`src/core/deadband_pkg.sv`:
```
`default_nettype none
package deadband_pkg;
  // register offsets (byte addresses on the plain register port)
  localparam logic [3:0] ADDR_DBCTRL = 4'h0;  // dead band / restart
  localparam logic [3:0] ADDR_SDCTRL = 4'h1;  // shutdown control
  localparam logic [3:0] ADDR_PERIOD = 4'h2;  // period limit
  localparam logic [3:0] ADDR_DUTY = 4'h3;    // duty count
  localparam logic [3:0] ADDR_MODE = 4'h4;    // enable and polarity
  localparam logic [3:0] ADDR_IRQ_STAT = 4'h5;
  localparam logic [3:0] ADDR_IRQ_MASK = 4'h6;
  localparam logic [3:0] ADDR_TIMER = 4'h7;   // period timer count, read only
  // field positions
  localparam int RESTART_BIT = 7;
  localparam int SD_STATUS_BIT = 7;
  localparam int SD_SRC_EXT_BIT = 6;
  localparam int SD_STATE_A_HI = 3;
  localparam int SD_STATE_A_LO = 2;
  localparam int SD_STATE_B_HI = 1;
  localparam int SD_STATE_B_LO = 0;
  localparam int MODE_EN_BIT = 0;
  localparam int MODE_POL_A_BIT = 1;
  localparam int MODE_POL_B_BIT = 2;
  localparam int IRQ_SHUTDOWN_BIT = 0;
  localparam int IRQ_PERIOD_BIT = 1;
  // reset values
  localparam logic [7:0] DBCTRL_RST = 8'h00;
  localparam logic [7:0] SDCTRL_RST = 8'h00;
  localparam logic [7:0] PERIOD_RST = 8'hff;
  localparam logic [7:0] DUTY_RST = 8'h00;
  localparam logic [7:0] MODE_RST = 8'h00;
  localparam logic [1:0] IRQ_RST = 2'h0;
  // shutdown pin state codes
  localparam logic [1:0] SD_DRIVE_LOW = 2'h0;
  localparam logic [1:0] SD_DRIVE_HIGH = 2'h1;
  // clock and instruction cycle
  localparam int CLOCK_HZ = 50_000_000;
  localparam int TOSC_PER_TCY = 4;
  localparam int DB_WIDTH = 7;
  localparam logic [7:0] ZERO8 = 8'h00;
endpackage
`default_nettype wire

```
`src/core/half_bridge_deadband.sv`:
```
// Added by the designer: the plain strobed port and the register addresses.
`default_nettype none
//Contract
// - delay only the inactive-to-active output edge
// - delay turn-on of both complementary outputs
// - dead band count is low seven bits
// - hold inactive exactly programmed instruction cycles
// - auto restart clears status when event ends
// - without auto restart, software clears status
// - shutdown sets status, drives selected pin states
// - count above duty keeps output inactive
// - resume at start of next period
// - status writes ignored while condition persists
module half_bridge_deadband
  import deadband_pkg::*;
#(
  parameter int CW = 8
) (
  input wire logic clock,
  input wire logic rst_n,
  input wire logic [3:0] reg_addr,
  input wire logic [7:0] reg_wdata,
  input wire logic reg_write,
  input wire logic reg_read,
  output logic [7:0] reg_rdata,
  input wire logic shutdown_in,
  output logic pwm_out_a,
  output logic pwm_out_a_oe,
  output logic pwm_out_b,
  output logic pwm_out_b_oe,
  output logic irq
);
  import deadband_pkg::*;

  initial begin
    if (CW != 8) $error("half_bridge_deadband: CW must be 8");
  end

  // software registers
  logic [7:0] dbctrl_q;   // restart enable and dead band count
  logic [6:0] sdctrl_q;   // source enable and shutdown states
  logic sd_status_q;      // shutdown event status
  logic [7:0] period_q;
  logic [7:0] duty_q;
  logic [2:0] mode_q;     // enable, polarity a, polarity b
  logic [1:0] irq_stat_q;
  logic [1:0] irq_mask_q;
  logic [7:0] timer_q;    // period timer
  logic [7:0] rdata_q;

  // derived terms
  logic tick;             // one per instruction cycle
  logic period_end;       // timer reaches period on a tick
  logic sd_cond;          // level shutdown condition
  logic running_q;        // pwm allowed this period
  logic raw_pwm;          // undelayed duty signal
  logic act_a;
  logic act_b;
  logic [DB_WIDTH-1:0] db_count;
  logic wr_db;
  logic wr_sd;
  logic wr_stat;
  logic sd_status_set;

  function automatic logic decode(input logic [3:0] a, input logic [3:0] b);
    decode = (a == b);
  endfunction

  // polarity: an active output shows as the inverse when set low-active
  function automatic logic out_level(input logic act, input logic pol_low);
    out_level = act ^ pol_low;
  endfunction

  assign wr_db = reg_write & decode(reg_addr, ADDR_DBCTRL);
  assign wr_sd = reg_write & decode(reg_addr, ADDR_SDCTRL);
  assign wr_stat = reg_write & decode(reg_addr, ADDR_IRQ_STAT);
  assign db_count = dbctrl_q[DB_WIDTH-1:0];

  // instruction cycle strobe: every count is in four-clock units
  tcy_divider #(
    .DIV(TOSC_PER_TCY)
  ) u_tcy (
    .clock(clock),
    .rst_n(rst_n),
    .tick(tick)
  );

  // configuration registers written over the plain port
  always_ff @(posedge clock or negedge rst_n) begin
    if (!rst_n) begin
      dbctrl_q <= DBCTRL_RST;
      sdctrl_q <= SDCTRL_RST[6:0];
      period_q <= PERIOD_RST;
      duty_q <= DUTY_RST;
      mode_q <= MODE_RST[2:0];
      irq_mask_q <= IRQ_RST;
    end else if (reg_write) begin
      if (decode(reg_addr, ADDR_DBCTRL)) begin
        dbctrl_q <= reg_wdata;
      end else if (decode(reg_addr, ADDR_SDCTRL)) begin
        sdctrl_q <= reg_wdata[6:0];
      end else if (decode(reg_addr, ADDR_PERIOD)) begin
        period_q <= reg_wdata;
      end else if (decode(reg_addr, ADDR_DUTY)) begin
        duty_q <= reg_wdata;
      end else if (decode(reg_addr, ADDR_MODE)) begin
        mode_q <= reg_wdata[2:0];
      end else if (decode(reg_addr, ADDR_IRQ_MASK)) begin
        irq_mask_q <= reg_wdata[1:0];
      end
    end
  end

  // shutdown is level based: only the enabled external source counts
  assign sd_cond = sdctrl_q[SD_SRC_EXT_BIT] & shutdown_in;

  // status: set by the level or by software, cleared by software or by
  // auto restart; a pending condition always wins over any clear
  assign sd_status_set = sd_cond | (wr_sd & reg_wdata[SD_STATUS_BIT]);
  always_ff @(posedge clock or negedge rst_n) begin
    if (!rst_n) begin
      sd_status_q <= 1'b0;
    end else if (sd_status_set) begin
      sd_status_q <= 1'b1;
    end else if (dbctrl_q[RESTART_BIT]) begin
      sd_status_q <= 1'b0;
    end else if (wr_sd) begin
      sd_status_q <= 1'b0;
    end
  end

  // period timer counted in instruction cycles
  assign period_end = tick & (timer_q >= period_q);
  always_ff @(posedge clock or negedge rst_n) begin
    if (!rst_n) begin
      timer_q <= ZERO8;
    end else if (!mode_q[MODE_EN_BIT]) begin
      timer_q <= ZERO8;
    end else if (period_end) begin
      timer_q <= ZERO8;
    end else if (tick) begin
      timer_q <= timer_q + 8'h01;
    end
  end

  // after shutdown the outputs stay idle until a fresh period starts
  always_ff @(posedge clock or negedge rst_n) begin
    if (!rst_n) begin
      running_q <= 1'b0;
    end else if (sd_status_q || !mode_q[MODE_EN_BIT]) begin
      running_q <= 1'b0;
    end else if (period_end) begin
      running_q <= 1'b1;
    end
  end

  assign raw_pwm = running_q & (timer_q < duty_q);

  // each side waits the dead band before it turns on
  deadband_delay #(
    .W(DB_WIDTH)
  ) u_dly_a (
    .clock(clock),
    .rst_n(rst_n),
    .tick(tick),
    .request(raw_pwm & ~sd_status_q),
    .delay(db_count),
    .active(act_a)
  );

  deadband_delay #(
    .W(DB_WIDTH)
  ) u_dly_b (
    .clock(clock),
    .rst_n(rst_n),
    .tick(tick),
    .request(running_q & ~raw_pwm & ~sd_status_q),
    .delay(db_count),
    .active(act_b)
  );

  // pin drive: shutdown state codes override the pwm; 1x releases the pin
  always_comb begin
    pwm_out_a = out_level(act_a, mode_q[MODE_POL_A_BIT]);
    pwm_out_b = out_level(act_b, mode_q[MODE_POL_B_BIT]);
    pwm_out_a_oe = mode_q[MODE_EN_BIT];
    pwm_out_b_oe = mode_q[MODE_EN_BIT];
    if (sd_status_q) begin
      pwm_out_a = sdctrl_q[SD_STATE_A_LO];
      pwm_out_b = sdctrl_q[SD_STATE_B_LO];
      pwm_out_a_oe = mode_q[MODE_EN_BIT] & ~sdctrl_q[SD_STATE_A_HI];
      pwm_out_b_oe = mode_q[MODE_EN_BIT] & ~sdctrl_q[SD_STATE_B_HI];
    end
  end

  // interrupt status: set beats write-one-to-clear
  always_ff @(posedge clock or negedge rst_n) begin
    if (!rst_n) begin
      irq_stat_q <= IRQ_RST;
    end else begin
      for (int i = 0; i < 2; i++) begin
        if ((i == IRQ_SHUTDOWN_BIT && sd_status_set && !sd_status_q) ||
            (i == IRQ_PERIOD_BIT && period_end)) begin
          irq_stat_q[i] <= 1'b1;
        end else if (wr_stat && reg_wdata[i]) begin
          irq_stat_q[i] <= 1'b0;
        end
      end
    end
  end

  assign irq = |(irq_stat_q & irq_mask_q);

  // read data valid the cycle after the strobe; unmapped reads zero
  always_ff @(posedge clock or negedge rst_n) begin
    if (!rst_n) begin
      rdata_q <= ZERO8;
    end else if (reg_read) begin
      if (decode(reg_addr, ADDR_DBCTRL)) begin
        rdata_q <= dbctrl_q;
      end else if (decode(reg_addr, ADDR_SDCTRL)) begin
        rdata_q <= {sd_status_q, sdctrl_q};
      end else if (decode(reg_addr, ADDR_PERIOD)) begin
        rdata_q <= period_q;
      end else if (decode(reg_addr, ADDR_DUTY)) begin
        rdata_q <= duty_q;
      end else if (decode(reg_addr, ADDR_MODE)) begin
        rdata_q <= {5'h00, mode_q};
      end else if (decode(reg_addr, ADDR_IRQ_STAT)) begin
        rdata_q <= {6'h00, irq_stat_q};
      end else if (decode(reg_addr, ADDR_IRQ_MASK)) begin
        rdata_q <= {6'h00, irq_mask_q};
      end else if (decode(reg_addr, ADDR_TIMER)) begin
        rdata_q <= timer_q;
      end else begin
        rdata_q <= ZERO8;
      end
    end else begin
      rdata_q <= ZERO8;
    end
  end

  assign reg_rdata = rdata_q;
endmodule
`default_nettype wire

```
`src/core/tcy_divider.sv`:
```
`default_nettype none
// makes a one-cycle pulse every instruction cycle (four clocks)
module tcy_divider #(
  parameter int DIV = 4
) (
  input wire logic clock,
  input wire logic rst_n,
  output logic tick
);
  localparam int CW = (DIV > 1) ? $clog2(DIV) : 1;
  localparam logic [CW-1:0] LAST = CW'(DIV - 1);
  logic [CW-1:0] count_q; // free running phase
  initial begin
    if (DIV < 1) $error("tcy_divider: DIV must be at least 1");
  end
  // free-running phase counter
  always_ff @(posedge clock or negedge rst_n) begin
    if (!rst_n) begin
      count_q <= '0;
    end else if (count_q == LAST) begin
      count_q <= '0;
    end else begin
      count_q <= count_q + CW'(1);
    end
  end
  assign tick = (count_q == LAST);
endmodule
`default_nettype wire

```
`src/core/deadband_delay.sv`:
```
`default_nettype none
// delays the rising edge of one active-high request by a count of ticks;
// the falling edge passes at once
module deadband_delay #(
  parameter int W = 7
) (
  input wire logic clock,
  input wire logic rst_n,
  input wire logic tick,
  input wire logic request,
  input wire logic [W-1:0] delay,
  output logic active
);
  logic [W-1:0] remain_q; // ticks still to wait
  logic req_q;            // request seen last cycle
  logic active_q;
  initial begin
    if (W < 1) $error("deadband_delay: W must be at least 1");
  end
  // request history for edge detection
  always_ff @(posedge clock or negedge rst_n) begin
    if (!rst_n) begin
      req_q <= 1'b0;
    end else begin
      req_q <= request;
    end
  end
  // the count is latched only at the scheduled edge, so a new value
  // never stretches or shortens a wait already running
  always_ff @(posedge clock or negedge rst_n) begin
    if (!rst_n) begin
      remain_q <= '0;
      active_q <= 1'b0;
    end else if (!request) begin
      active_q <= 1'b0;
      remain_q <= '0;
    end else if (!req_q) begin
      remain_q <= delay;
      active_q <= (delay == '0);
    end else if (!active_q && tick) begin
      if (remain_q <= W'(1)) begin
        active_q <= 1'b1;
        remain_q <= '0;
      end else begin
        remain_q <= remain_q - W'(1);
      end
    end
  end
  // a request shorter than the delay never reaches the output; a zero
  // count passes the rising edge in the same cycle so no clock is lost
  assign active = request & (active_q | (!req_q && delay == '0));
endmodule
`default_nettype wire

```
`config.mk`:
```
export PLATFORM = sky130hd
export DESIGN_NAME = half_bridge_deadband
export DESIGN_NICKNAME = d
export VERILOG_FILES = /design/src/core/deadband_pkg.sv /design/src/core/half_bridge_deadband.sv /design/src/core/tcy_divider.sv /design/src/core/deadband_delay.sv
export SDC_FILE = /design/constraint.sdc
export NUM_CORES = 1
export LEC_CHECK = 0
export ABC_CLOCK_PERIOD_IN_PS = 2700
export BUFFER_PORTS_ARGS = -buffer_cell sky130_fd_sc_hd__buf_2
export CAP_MARGIN = 20
export CORE_AREA = 2 2 92 94
export DETAILED_ROUTE_END_ITERATION = 12
export DIE_AREA = 0 0 94 96
export HOLD_SLACK_MARGIN = 0.08
export PLACE_DENSITY = 0.75
export SYNTH_ARGS = -nofsm -noshare
export SYNTH_HDL_FRONTEND = slang
export SYNTH_SLANG_ARGS = --single-unit
export TNS_END_PERCENT = 100
```
`constraint.sdc`:
```
create_clock -name clock -period 2.7 [get_ports clock]
set_clock_uncertainty 0.15 [all_clocks]
set_input_delay 0.54 -clock clock [delete_from_list [all_inputs] [get_ports clock]]
set_output_delay 0.54 -clock clock [all_outputs]
set_load 0.03 [all_outputs]
```
==> metrics.cfg <==
[synth]
ys_types = 52
muxShareOfSynthArea_pct = 10.4
synthFlopType = dfrtp_1
synth_fa_ha_area_share_pct = 6.15
syn-num-nets = 464
syn_inst = 426
async_flop_share_pct = 100
synth_top_family_by_area = compound AO/OA/AOI/OAI gates
synth-simple-area-share_pct = 16.8
synth_compound_area_share_pct = 17.7
synth_seq_cells = 76
yosysSeqAreaShare_pct = 44.8
synthXorXnorAreaFrac_pct = 0
yosys_warnings = 0
synth-edff-count = 0
avgSynthCellArea_um2 = 10.0
netlist_area_um2 = 4270

[timing]
hold_viol = 0
clock.fmax_mhz = 319
period_share_pct = 116
fin_ws_ns = -0.434
fin_crit_ns = 3.13
rsz0062_at_grt = yes
finalSetupTns_ns = -0.814
report.final.slew_viol_count = 0
tightest_slew_ns = 0.530
setup_viol = 2
whs_ns = 0.280
relSlewSlack_pct = 64.5

[clocking]
cts_max_level = 3
cts_tree = done
cts_inserted_buffers = 9
clkLatencyLatePin_ns = 0.36
cts_sinks = 76
clockBufferDepth = 2
path_clk_slew_ns = 0.08
root_buffer = clkbuf_8

[drt]
vias = 3499
detail_route.vias_per_cell = 5.87
first_pass_iters = 4
wire_per_inst_um = 17.8
drc = 0
ant_nets = 0
drt_iter0_drc = 182
routed_wl_um = 10600

[pwr]
clkPwrFrac_pct = 26.5
ir_worst_vdd_mv = 0.285
power_frac_comb_pct = 26.0
swShare_pct = 32.2
power.switching_mw = 0.977
power_frac_seq_pct = 47.5
p_leak_nw = 2.34
intPower_mw = 2.06
p_per_area_nw_per_um2 = 601

[grt]
grt_max_degree = 40
grt_pass1_vias = 3544
antenna_found_initial = 0
track_usage_pct = 25.4
grt_pass1_wl_um = 17400
overflow = 0

[die]
io_pins = 30
core_um2 = 8050
die_height_um = 96
initial_core_util_pct = 53.1
rows = 33
die-area_um2 = 9020
die_w_um = 94

[job]
maxCapViolations = 0

[setup_path]
slowest_delay_ns = 0.54
crit_buf_inv = 2
crit_type = flop to output pin
worstPathMaxFanout = 3
critical_path_arrival_ns = 2.44
cp_data_required_time_ns = 2.01
start_kind = flop
end_kind = output pin
critPathSlowestCell = or4_4
cp_top_family = simple AND/OR/NAND/NOR gates
path_cells = or4_4 -> nor4_4 -> buf_4 -> a21oi_4 -> a22o_1 -> a211o_1 -> buf_6

[layout]
seqCellArea_um2 = 1910
area_growth_pct = 18.2
final_cell_mix = 68 x dfrtp_1, 35 x buf_4, 33 x nor2_1
final_core_util_pct = 62.7
multiInputGateArea_um2 = 2270
fillers = 651
layout-drive-gt1-share_pct = 27.7
final_common_cell = dfrtp_1
nets = 524
insertedDiodeCount = 0
stdcell_count = 596

[place]
port_buffers = 29
placed_cells = 578
dpl_worst_slack_ns = -0.0671
gp_congestion = 0.913
hpwl_um = 7860

[outcome]
violations = setup timing
outcome = finished with violations

[min_path]
min_path_type = flop to flop

[metal layers]
metal	vias to the layer above	wire length [µm]	part of all wire (%)	track usage, %
met4	0	221	2.1	10.4
met5	-	0	0	0
met3	18	357	3.4	3.99
li1	1682	-	-	-
met2	65	5550	52	46.0
met1	1734	4500	42	30.3
[worst reg2reg max path, cell delays in order (launching register included)]
cell and delay [ns]:
dfstp_2 0.53, inv_1 0.04, ha_1 0.29, a211o_1 0.29, a21oi_1 0.24, o31ai_2 0.18, buf_2 0.20, o31ai_1 0.26
a22o_1 0.17
[stage by stage]
stage / total power [mW] / area, µm²
floorplan: 1.90 / 4290
global placement: 2.18 / 4770
detailed placement: 2.21 / 4780
CTS: 3.04 / 5020
global route: 3.21 / 5050
finish: 3.04 / 5050
[power groups by stage]
stage               Combinational [mW]  Clock, mW  Sequential [mW]
finish                           0.790      0.803             1.44
global route                     0.864      0.881             1.46
CTS                              0.781      0.815             1.44
detailed placement               0.750          0             1.46
global placement                 0.730          0             1.45
floorplan                        0.469          0             1.43
[repair_timing]
action,in CTS,in global routing
pin swaps,4,7
gates cloned,0,0
setup endpoints to repair,2,7
hold buffers,1,0
hold endpoints to repair,33,0
setup buffers,1,0
gates resized for setup,10,5
[final cells by class]
| cell class | count | share of cell area, % |
|---|---|---|
| clock buffers | 12 | 3.07 |
| well taps | 105 | 2.60 |
| clock inverters | 4 | 0.471 |
| inverters | 30 | 2.23 |
| flip-flops and latches | 76 | 37.8 |
| multi-input cells | 303 | 44.9 |
| repair buffers | 66 | 8.92 |
[sequential cells by signal, summed over array words and instances, names as in the netlist, 2 cells and up]
name and cells:
mode_q 3, reg_rdata 8, timer_q 8, irq_mask_q 2
dbctrl_q 8, u_tcy.count_q 2, sdctrl_q 7, irq_stat_q 2
period_q 8, duty_q 8, u_dly_b.remain_q 7, u_dly_a.remain_q 7
[logic make-up (layout without fill, tap and decap cells)]
logic type | after synthesis | count (layout)
compound gates | 111 | 111
mux | 38 | 38
simple gates | 133 | 133
fa+ha+maj | 21 | 21
flops | 76 | 76
buf+inv | 47 | 112
[cells in the mapped netlist, drive strengths merged (11+ instances only)]
library cell  number  share of area (%)
mux2              30                7.9
nor3              11                1.3
nor2              33                2.9
and3              13                1.9
nand2             26                2.3
dfrtp             68                 40
clkbuf            15                1.3
o21ai             24                2.8
nor2b             14                2.1
ha                21                6.2
inv               30                2.6
a211oi            12                2.1
a21oi             19                2.3
[path summary, 6_finish.rpt]
check / startpoint / endpoint / slack (ns) / cells past startpoint
min reg2reg: u_tcy.count_q[0]$_DFF_PN0_ / u_tcy.count_q[0]$_DFF_PN0_ / 0.28 / 1
max reg2reg: period_q[5]$_DFFE_PN1P_ / timer_q[7]$_DFFE_PN0P_ / 0.28 / 8
min in group asynchronous: rst_n / u_dly_b.remain_q[2]$_DFFE_PN0P_ / 0.54 / 2
min: u_tcy.count_q[0]$_DFF_PN0_ / u_tcy.count_q[0]$_DFF_PN0_ / 0.28 / 1
max: dbctrl_q[6]$_DFFE_PN0P_ / pwm_out_a / -0.43 / 7
max in group asynchronous: rst_n / period_q[3]$_DFFE_PN1P_ / 1.20 / 3
Note: power is estimated with default switching activity, not from simulation.
